File: src/rtl/pmt_pkg.sv
// constants, register map and carrier types of the period match timer
// assumes one 100 MHz system clock and a synchronous active-high reset
package pmt_pkg;

    localparam int CLK_PERIOD_NS = 10;
    localparam int INST_DIV = 4;
    localparam int INST_PHASE_W = 2;
    localparam logic [INST_PHASE_W-1:0] INST_LAST =
        INST_PHASE_W'(INST_DIV - 1);

    localparam int DATA_W = 8;
    localparam int ADDR_W = 3;
    localparam int PRESC_W = 4;

    localparam logic [ADDR_W-1:0] ADDR_COUNT = 3'h0;
    localparam logic [ADDR_W-1:0] ADDR_LIMIT = 3'h1;
    localparam logic [ADDR_W-1:0] ADDR_CTRL = 3'h2;
    localparam logic [ADDR_W-1:0] ADDR_STATUS = 3'h3;
    localparam logic [ADDR_W-1:0] ADDR_MASK = 3'h4;
    localparam logic [ADDR_W-1:0] ADDR_PRIO = 3'h5;

    localparam logic [DATA_W-1:0] COUNT_RESET = 8'h00;
    localparam logic [DATA_W-1:0] LIMIT_RESET = 8'hFF;
    localparam logic [DATA_W-1:0] CTRL_RESET = 8'h00;
    localparam logic [DATA_W-1:0] CTRL_WR_MASK = 8'h7F;
    localparam logic [DATA_W-1:0] READ_ZERO = 8'h00;
    localparam logic [DATA_W-1:0] COUNT_ONE = 8'h01;

    localparam int MATCH_BIT = 0;

    localparam logic [1:0] PSEL_DIV1 = 2'h0;
    localparam logic [1:0] PSEL_DIV4 = 2'h1;
    localparam int PSEL_HI = 1;
    localparam logic [PRESC_W-1:0] PRESC_LAST_1 = 4'h0;
    localparam logic [PRESC_W-1:0] PRESC_LAST_4 = 4'h3;
    localparam logic [PRESC_W-1:0] PRESC_LAST_16 = 4'hF;
    localparam logic [PRESC_W-1:0] PRESC_ZERO = 4'h0;
    localparam logic [PRESC_W-1:0] PRESC_ONE = 4'h1;

    typedef struct packed {
        logic unused;
        logic [3:0] match_divider_select;
        logic counter_on;
        logic [1:0] input_divider_select;
    } pmt_ctrl_type;

    typedef struct packed {
        logic [ADDR_W-1:0] addr;
        logic [DATA_W-1:0] wdata;
        logic wr;
        logic rd;
    } pmt_bus_req_type;

endpackage

File: src/rtl/pmt_divider.sv
// modulo tick divider used as prescaler and as postscaler
// assumes tick and clear come from logic on clk_sys
`timescale 1ns/10ps
module pmt_divider (
    input wire logic clk_sys,
    input wire logic rst,
    input wire logic clear,
    input wire logic tick,
    input wire logic [pmt_pkg::PRESC_W-1:0] last,
    output logic pulse_q
);
    import pmt_pkg::*;

    logic [PRESC_W-1:0] count_q;

    // >= so that lowering the ratio mid-count cannot overshoot
    always_ff @(posedge clk_sys) begin
        if (rst || clear) begin
            count_q <= PRESC_ZERO;
            pulse_q <= 1'b0;
        end else begin
            pulse_q <= 1'b0;
            if (tick) begin
                if (count_q >= last) begin
                    count_q <= PRESC_ZERO;
                    pulse_q <= 1'b1;
                end else begin
                    count_q <= count_q + PRESC_ONE;
                end
            end
        end
    end

endmodule

File: src/rtl/pmt_timer.sv
// 8-bit period match timer with prescaler, postscaler and interrupt
// assumes a register master on clk_sys that never overlaps strobes
`timescale 1ns/10ps

// Overview of operation
// - count clock is system clock divided by four
// - counter steps by one on each prescaled edge
// - prescaler offers divide by one, four, sixteen
// - compare counter with limit every cycle
// - on match clear counter, pulse the postscaler
// - counter and limit are 8-bit, read/write
// - reset clears counter, sets limit to ones
// - count or control write clears both dividers
// - control write leaves the counter untouched
// - postscaler ratio reached sets sticky match flag
// - sixteen postscale ratios, one to sixteen
// - enable gates interrupt, priority bit applied
// - unscaled match pulse offered to other blocks
// - postscale ratio equals select value plus one
// - divider codes 00 one, 01 four, 1x sixteen
// - counter runs only while on bit set
// - sleep freezes counter and limit contents
module pmt_timer (
    input wire logic clk_sys,
    input wire logic rst,
    input wire logic sleep,
    input wire pmt_pkg::pmt_bus_req_type bus_req,
    output logic [pmt_pkg::DATA_W-1:0] rdata_q,
    output logic irq_q,
    output logic irq_high_priority_q,
    output logic match_out_q,
    output logic match_equal_q
);
    import pmt_pkg::*;

    logic [INST_PHASE_W-1:0] phase_q;
    logic [DATA_W-1:0] period_count_q;
    logic [DATA_W-1:0] period_limit_q;
    pmt_ctrl_type counter_control_q;
    logic match_irq_flag_q;
    logic match_irq_enable_q;
    logic match_irq_priority_q;

    logic inst_tick;
    logic wr_count;
    logic wr_limit;
    logic wr_ctrl;
    logic wr_status;
    logic wr_mask;
    logic wr_prio;
    logic div_clear;
    logic presc_pulse_q;
    logic post_pulse_q;
    logic [PRESC_W-1:0] presc_last;
    logic [PRESC_W-1:0] presc_gap_q;
    logic counts_equal;
    logic advance;
    logic match_evt;

    assign wr_count = bus_req.wr && (bus_req.addr == ADDR_COUNT);
    assign wr_limit = bus_req.wr && (bus_req.addr == ADDR_LIMIT);
    assign wr_ctrl = bus_req.wr && (bus_req.addr == ADDR_CTRL);
    assign wr_status = bus_req.wr && (bus_req.addr == ADDR_STATUS);
    assign wr_mask = bus_req.wr && (bus_req.addr == ADDR_MASK);
    assign wr_prio = bus_req.wr && (bus_req.addr == ADDR_PRIO);

    // instruction clock phase, frozen in sleep
    always_ff @(posedge clk_sys) begin
        if (rst) begin
            phase_q <= '0;
        end else if (!sleep) begin
            phase_q <= phase_q + INST_PHASE_W'(1);
        end
    end

    assign inst_tick = (phase_q == INST_LAST) && !sleep;

    // divider codes
    always_comb begin
        presc_last = PRESC_LAST_16;
        if (counter_control_q.input_divider_select[PSEL_HI]) begin
            presc_last = PRESC_LAST_16;
        end else if (counter_control_q.input_divider_select == PSEL_DIV4) begin
            presc_last = PRESC_LAST_4;
        end else if (counter_control_q.input_divider_select == PSEL_DIV1) begin
            presc_last = PRESC_LAST_1;
        end
    end

    assign div_clear = wr_count || wr_ctrl;

    pmt_divider u_prescaler (
        .clk_sys(clk_sys),
        .rst(rst),
        .clear(div_clear),
        .tick(inst_tick && counter_control_q.counter_on),
        .last(presc_last),
        .pulse_q(presc_pulse_q)
    );

    // cycles since the last prescaler pulse or clear, saturating
    always_ff @(posedge clk_sys) begin
        if (rst || div_clear || presc_pulse_q) begin
            presc_gap_q <= PRESC_ZERO;
        end else if (presc_gap_q != PRESC_LAST_16) begin
            presc_gap_q <= presc_gap_q + PRESC_ONE;
        end
    end

    assign counts_equal = (period_count_q == period_limit_q);
    // a software count write wins over the step
    assign advance = presc_pulse_q && counter_control_q.counter_on &&
        !sleep && !wr_count;
    assign match_evt = advance && counts_equal;

    // counter
    always_ff @(posedge clk_sys) begin
        if (rst) begin
            period_count_q <= COUNT_RESET;
        end else if (wr_count) begin
            period_count_q <= bus_req.wdata;
        end else if (advance) begin
            if (counts_equal) begin
                period_count_q <= COUNT_RESET;
            end else begin
                period_count_q <= period_count_q + COUNT_ONE;
            end
        end
    end

    // period limit
    always_ff @(posedge clk_sys) begin
        if (rst) begin
            period_limit_q <= LIMIT_RESET;
        end else if (wr_limit) begin
            period_limit_q <= bus_req.wdata;
        end
    end

    // control register; top bit reads as zero
    always_ff @(posedge clk_sys) begin
        if (rst) begin
            counter_control_q <= CTRL_RESET;
        end else if (wr_ctrl) begin
            counter_control_q <= bus_req.wdata & CTRL_WR_MASK;
        end
    end

    // postscaler: ratio is select plus one
    pmt_divider u_postscaler (
        .clk_sys(clk_sys),
        .rst(rst),
        .clear(div_clear),
        .tick(match_evt),
        .last(counter_control_q.match_divider_select),
        .pulse_q(post_pulse_q)
    );

    // sticky flag, write one clears, set wins
    always_ff @(posedge clk_sys) begin
        if (rst) begin
            match_irq_flag_q <= 1'b0;
        end else if (post_pulse_q) begin
            match_irq_flag_q <= 1'b1;
        end else if (wr_status && bus_req.wdata[MATCH_BIT]) begin
            match_irq_flag_q <= 1'b0;
        end
    end

    always_ff @(posedge clk_sys) begin
        if (rst) begin
            match_irq_enable_q <= 1'b0;
        end else if (wr_mask) begin
            match_irq_enable_q <= bus_req.wdata[MATCH_BIT];
        end
    end

    always_ff @(posedge clk_sys) begin
        if (rst) begin
            match_irq_priority_q <= 1'b0;
        end else if (wr_prio) begin
            match_irq_priority_q <= bus_req.wdata[MATCH_BIT];
        end
    end

    // interrupt outputs
    always_ff @(posedge clk_sys) begin
        if (rst) begin
            irq_q <= 1'b0;
            irq_high_priority_q <= 1'b0;
        end else begin
            irq_q <= match_irq_flag_q && match_irq_enable_q;
            irq_high_priority_q <= match_irq_priority_q;
        end
    end

    // match outputs for other blocks
    always_ff @(posedge clk_sys) begin
        if (rst) begin
            match_out_q <= 1'b0;
            match_equal_q <= 1'b0;
        end else begin
            match_out_q <= match_evt;
            match_equal_q <= counts_equal;
        end
    end

    // read port, data in the cycle after the strobe
    always_ff @(posedge clk_sys) begin
        if (rst) begin
            rdata_q <= READ_ZERO;
        end else if (bus_req.rd) begin
            case (bus_req.addr)
                ADDR_COUNT: begin
                    rdata_q <= period_count_q;
                end
                ADDR_LIMIT: begin
                    rdata_q <= period_limit_q;
                end
                ADDR_CTRL: begin
                    rdata_q <= counter_control_q;
                end
                ADDR_STATUS: begin
                    rdata_q <= DATA_W'(match_irq_flag_q);
                end
                ADDR_MASK: begin
                    rdata_q <= DATA_W'(match_irq_enable_q);
                end
                ADDR_PRIO: begin
                    rdata_q <= DATA_W'(match_irq_priority_q);
                end
                default: begin
                    rdata_q <= READ_ZERO;
                end
            endcase
        end else begin
            rdata_q <= READ_ZERO;
        end
    end

    inst_rate_a: assert property (
        @(posedge clk_sys) disable iff (rst)
        inst_tick |=> !inst_tick [*3])
        else $error("instruction tick faster than one in four");

    count_step_a: assert property (
        @(posedge clk_sys) disable iff (rst)
        advance && !counts_equal |=>
            period_count_q == $past(period_count_q) + COUNT_ONE)
        else $error("counter did not step by one");

    presc_div4_a: assert property (
        @(posedge clk_sys) disable iff (rst)
        presc_pulse_q &&
            counter_control_q.input_divider_select == PSEL_DIV4
            |-> presc_gap_q > PRESC_LAST_4)
        else $error("divide by four prescaler pulsed too soon");

    match_out_a: assert property (
        @(posedge clk_sys) disable iff (rst)
        match_out_q |-> $past(period_count_q) == $past(period_limit_q))
        else $error("match pulse without equal values");

    count_clear_a: assert property (
        @(posedge clk_sys) disable iff (rst)
        advance && counts_equal |=>
            period_count_q == COUNT_RESET && match_out_q)
        else $error("match did not clear counter");

    reset_values_a: assert property (
        @(posedge clk_sys)
        rst |=> period_count_q == COUNT_RESET &&
            period_limit_q == LIMIT_RESET)
        else $error("wrong values after reset");

    div_clear_a: assert property (
        @(posedge clk_sys) disable iff (rst)
        div_clear |=> !presc_pulse_q && !post_pulse_q)
        else $error("dividers not cleared by write");

    ctrl_keep_a: assert property (
        @(posedge clk_sys) disable iff (rst)
        wr_ctrl && !advance |=> $stable(period_count_q))
        else $error("control write changed the counter");

    flag_set_a: assert property (
        @(posedge clk_sys) disable iff (rst)
        post_pulse_q |=> match_irq_flag_q ##1
            irq_q == $past(match_irq_enable_q))
        else $error("postscaler pulse did not set flag");

    irq_gate_a: assert property (
        @(posedge clk_sys) disable iff (rst)
        !match_irq_enable_q |=> !irq_q)
        else $error("interrupt raised while disabled");

    off_hold_a: assert property (
        @(posedge clk_sys) disable iff (rst)
        !counter_control_q.counter_on && !wr_count |=>
            $stable(period_count_q))
        else $error("counter moved while off");

    sleep_hold_a: assert property (
        @(posedge clk_sys) disable iff (rst)
        sleep && !wr_count && !wr_limit |=>
            $stable(period_count_q) && $stable(period_limit_q))
        else $error("timer moved during sleep");

endmodule

File: config.mk
export PLATFORM = sky130hd
export DESIGN_NAME = pmt_timer
export DESIGN_NICKNAME = d
export VERILOG_FILES = /design/src/rtl/pmt_pkg.sv /design/src/rtl/pmt_divider.sv /design/src/rtl/pmt_timer.sv
export SDC_FILE = /design/constraint.sdc
export NUM_CORES = 1
export LEC_CHECK = 0
export BUFFER_PORTS_ARGS = -buffer_cell sky130_fd_sc_hd__buf_2
export CAP_MARGIN = 40
export CELL_PAD_IN_SITES_DETAIL_PLACEMENT = 1
export CELL_PAD_IN_SITES_GLOBAL_PLACEMENT = 2
export CORE_ASPECT_RATIO = 0.6
export CORE_MARGIN = 8
export CORE_UTILIZATION = 30
export DETAILED_ROUTE_END_ITERATION = 8
export GPL_TIMING_DRIVEN = 0
export MAX_ROUTING_LAYER = met4
export PLACE_DENSITY_LB_ADDON = 0.1
export SLEW_MARGIN = 20
export SYNTH_ARGS = -nofsm -noshare
export SYNTH_HDL_FRONTEND = slang
export SYNTH_SLANG_ARGS = --single-unit
File: constraint.sdc
create_clock -name clk_sys -period 2.4 [get_ports clk_sys]
set_input_delay 0.24 -clock clk_sys [delete_from_list [all_inputs] [get_ports clk_sys]]
set_output_delay 0.24 -clock clk_sys [all_outputs]
set_load 0.005 [all_outputs]
Word-level counts from Yosys, hierarchy flattened
Cells that the tools add are included.
{ "classes": {"addsub": 4, "magnitude_cmp": 2, "n_eq_ne": 8, "mux": 13, "n_bitwise": 3, "reduce_logical": 25} }
{ "ops": {"columns": ["op", "count"], "rows": [
  ["$pmux 8 s6", 1],
  ["$mux 8", 3],
  ["$mux 4", 5],
  ["$logic_and 1x1->1", 14],
  ["$add 4x1->4 const B", 2],
  ["$add 8x1->8 const B", 1],
  ["$eq 8x8->1", 1],
  ["$ge 4x4->1", 2],
  ["$eq 3x2->1 const B", 2],
  ["$eq 3x3->1 const B", 2],
  ["$reduce_or 2->1", 3],
  ["$mux 1", 4],
  ["$reduce_bool 2->1", 2],
  ["$eq 3x1->1 const B", 1],
  ["$logic_not 3->1", 1],
  ["$not 1->1", 3],
  ["$add 2x1->2 const B", 1],
  ["$eq 2x1->1 const B", 1],
  ["$eq 2x2->1 const B", 1],
  ["$logic_not 1->1", 2],
  ["$logic_not 2->1", 1],
  ["$logic_or 1x1->1", 2]
]} }
{ "word_totals": {"ff_bits": 50, "inputBits": 16, "out_inout_bits": 12, "elab_cells": 73} }

Longest topological paths before layout
{ "depth": {"word_depth": 7, "depth_mapped": 7, "depth_no_buf": 7} }

By module
A second synthesis with hierarchy kept.
{ "unflattened": {"cells_unflattened": 291, "hier_area_um2": 2652.5} }
{ "by_module_without_submodules": {"columns": ["module", "instances", "cells_each", "area_each_um2", "seq_area_each_um2"], "rows": [
  ["pmt_timer", 1, 219, 1964.4, 800.8],
  ["pmt_divider", 2, 36, 344.1, 100.1]
]} }

Worst setup path before layout
Ideal clock, no wire load.
{ "synth_timing": {"path_type": "register -> register", "from": "reg u_postscaler.count_q[0]", "to": "reg u_postscaler.count_q[2]", "setup_time_ps": 69, "arrival_ps": 1665, "t_required_ps": 2331, "slack_ps": 666, "path_stages_with_launch": 8, "n_path_buf": 0, "synth_period_minus_slack_ps": 1734, "cell_sequence": "dfxtp_1 > inv_1 > ha_1 > nand2b_1 > a2111o_1 > a21oi_1 > nand3_2 > o21ai_1"} }
{ "synth_between": {"elab_chain_cells": 2, "elab_cells_between_ends": 3, "classes_between": "add/sub (1); order compare (1); mux (1)"} }
{ "synth_lines": {"columns": ["element", "line_no", "text"], "rows": [
  ["start: declaration", "pmt_divider.sv:14", "logic [PRESC_W-1:0] count_q;"],
  ["start signal: assignment", "pmt_divider.sv:28", "count_q <= count_q + PRESC_ONE;"],
  ["$add 4x1->4 / $ge 4x4->1 (equally long branches)", "pmt_divider.sv:28, pmt_divider.sv:24", null],
  ["$mux 4 *", "pmt_divider.sv:24", "if (count_q >= last) begin"]
]} }
Mark *: on every way between the ends. The rest lies on a longest branch, timed or not.
A chain may end at the register's enable or synchronous reset.

Worst setup path after layout
Ends and elaborated chain as after synthesis.

==> flow_summary.yaml <==
cts:
  clk_pin_slew_ns: 0.07
  ctsResizeCount: 0
  cts_inserted_buffers: 5
  worst_skew_pair.late_latency_ns: 0.29
  cts_setup_buffers: 0
  cts_tree: "done"
  cts_num_sinks: 50
  cts-root-to-sink-buffers: 2
  htree_num_levels: 2
  clk_tree_root_cell: "sky130_fd_sc_hd__clkbuf_16"
  hold_buffers: 0
finish:
  layout_commonest_cell: "sky130_fd_sc_hd__dfxtp_1"
  final_cell_mix: "sky130_fd_sc_hd__dfxtp_1, sky130_fd_sc_hd__nor2_1, sky130_fd_sc_hd__buf_2"
  layout-area-overhead-vs-synth_pct: 16.39
  layout.nets: 330
  fillers: 969
  post_route_cells_drive_above_1_share_pct: 18.81
  antennaDiodeCount: 0
route:
  drc: 0
  finalWirelength_um: 7090
  antenna_violating_nets_post_route: 0
  firstDrtPassIters: 5
  route.vias.total: 2035
  avgRoutedWirePerCell_um: 17.25
  vias_per_cell: 4.951
  detailedRoute.firstIterationViolations: 88
placement:
  portBuffers: 25
  post-dp-hpwl_um: 5448
  routabilityCongestion: 0.7676
  setup_slack_at_placement_ns: 0.4021
global_route:
  grt_use_total_pct: 13.10
  grt_max_degree: 16
  wire_length_of_the_first_global_routing_pass_um: 11390
  grt-ovfl-total: 0
  antenna_found_initial: 0
  first_global_vias: 2066
hold_path:
  whs_path_depth: 3
  hp-class: "primary input to flop"
synthesis:
  mappedNetlistNets: 298
  yosysWarningCount: 0
  synth-seq-area-share_pct: 39.86
  number_of_flops_mapped_to_enable_cells_by_yosys: 0
  synth-async-reset-ratio_pct: 0
  synthesis.instances: 270
  yosys_most_used_dff: "sky130_fd_sc_hd__dfxtp_1"
  syn_avg_cell_area_um2: 9.301
  ys_ff_latch: 50
  synth_area_um2: 2511
  ys_types: 53
critical_path:
  timing.critical_path.required_ns: 2.62
  worstSetupEndpointType: "flop"
  worst-setup-path-type: "flop to flop"
  worstSetupStartpointType: "flop"
  timing.reg2reg.worst_path_depth: 7
  worst-path-max-fanout: 4
  crit_arrival_ns: 2.24
pwr:
  cellPowerDensity_nw_per_um2: 599.7
  total_leakage_power_nw: 1.163
  ir_drop_mv: 0.3197
timing:
  max_clock_freq_mhz: 496.0
  grt_setup_unrepaired: "false"
  final_setup_violation_count: 0
  tightestPinTransition_ns: 0.6179
  period_minus_slack_ns: 2.016
  timing.final.crit_share_pct: 84.01
  maxSlewHeadroom_pct: 58.81
  worst_case_hold_slack_ns: 0.1897
  finalClockSkew_ns: 0.006197
  timing.final.ws_setup_ns: 0.3837
  setup_tns_after_final_layout_ns: 0
  hold_viol: 0
  timing.final.max_slew_violations: 0
status:
  status: "complete, no violations"
floorplanning:
  die_w_um: 134.1
  num_io_pins: 28
  coreArea_um2: 8008
  fp.dieH_um: 86.87
  start_util_pct: 31.36
  rows: 25
  die_area_um2: 11650
job:
  cap_viol_max_count: 0
==> per-stage QoR <==
step	power [W]	instances	util, %	cell area [µm²]
5_1_grt	0.001831	411	36.50	2923
2_1_floorplan	0.0009718	270	-	2511
3_5_place_dp	0.001031	403	34.61	2771
3_3_place_gp	0.001029	403	34.61	2771
6_report	0.001753	411	36.50	2923
4_1_cts	0.001781	411	36.50	2923
==> final timing paths <==
kind	startpoint	to	slack [ns]
setup / recovery	u_postscaler.count_q[0]	u_postscaler.count_q[2]	0.38
hold / removal	bus_req[9]	period_limit_q[7]	0.19
setup reg to reg	u_postscaler.count_q[0]	u_postscaler.count_q[2]	0.38
hold reg to reg	u_postscaler.pulse_q	match_irq_flag_q	0.45
==> routing by layer <==
metal  track usage [%]  routed length [µm]  up-vias
met2             18.21                2721       30
met1             18.30                4011      996
met5                 -                   0        -
met3             3.629                 302        7
met4             2.736                  54        0
li1                  -                   -     1002
==> synth_stat cells, drive strengths merged, types with 5 or more instances <==
master | n | share of area (%)
and3 | 5 | 1.2
nor2 | 45 | 7.1
xnor2 | 6 | 2.1
a21oi | 15 | 3.0
ha | 12 | 6.0
nand3 | 8 | 1.8
mux2i | 23 | 9.2
nand2b | 6 | 1.5
buf | 7 | 2.3
xor2 | 12 | 4.5
clkbuf | 5 | 0.75
dfxtp | 50 | 40
inv | 11 | 1.6
o21ai | 5 | 1.1
nand2 | 14 | 2.2
a222oi | 7 | 2.8
==> power breakdown <==
| part | internal (W) | switching, W | total (W) |
|---|---|---|---|
| Sequential | 0.000844 | 0.0000132 | 0.000858 |
| Combinational | 0.0000605 | 0.0000916 | 0.000152 |
| Clock | 0.000414 | 0.000329 | 0.000743 |
| Total | 0.00132 | 0.000434 | 0.00175 |
==> critical path, cell delays in order (launching register included) <==
cell and delay, ns:
sky130_fd_sc_hd__dfxtp_1 0.38, sky130_fd_sc_hd__inv_1 0.10, sky130_fd_sc_hd__ha_1 0.27, sky130_fd_sc_hd__nand2b_1 0.14, sky130_fd_sc_hd__a2111o_1 0.45, sky130_fd_sc_hd__a21oi_1 0.31
sky130_fd_sc_hd__nand3_2 0.15, sky130_fd_sc_hd__o21ai_1 0.16
==> cells by family after synthesis <==
family / share of synthesized area [%]
AOI/OAI and AO/OA: 11.71
xor gates and xnor gates: 6.577
adders and majority gates: 5.979
buffers and inverters: 4.733
DFF: 39.86
muxes: 9.616
and+or+nand+nor: 21.53
==> layout make-up <==
| cell class | count | area, µm² | area share (%) |
|---|---|---|---|
| multi-input combinational | 197 | 1391 | 47.60 |
| sequential | 50 | 1001 | 34.25 |
| clock buffer | 6 | 138.9 | 4.752 |
| tap | 108 | 135.1 | 4.623 |
| timing repair buffer | 25 | 125.1 | 4.281 |
| buffer | 12 | 77.57 | 2.654 |
| inverter | 11 | 41.29 | 1.413 |
| clock inverter | 2 | 12.51 | 0.4281 |
==> sequential cells by signal (all words and copies together) (netlist names) <==
register,count
counter_control_q,7
irq_high_priority_q,1
irq_q,1
match_equal_q,1
match_irq_enable_q,1
match_irq_flag_q,1
match_irq_priority_q,1
match_out_q,1
period_count_q,8
period_limit_q,8
phase_q,2
rdata_q,8
u_postscaler.count_q,4
u_postscaler.pulse_q,1
u_prescaler.count_q,4
u_prescaler.pulse_q,1
No activity file was read; power rests on OpenSTA's default activity.
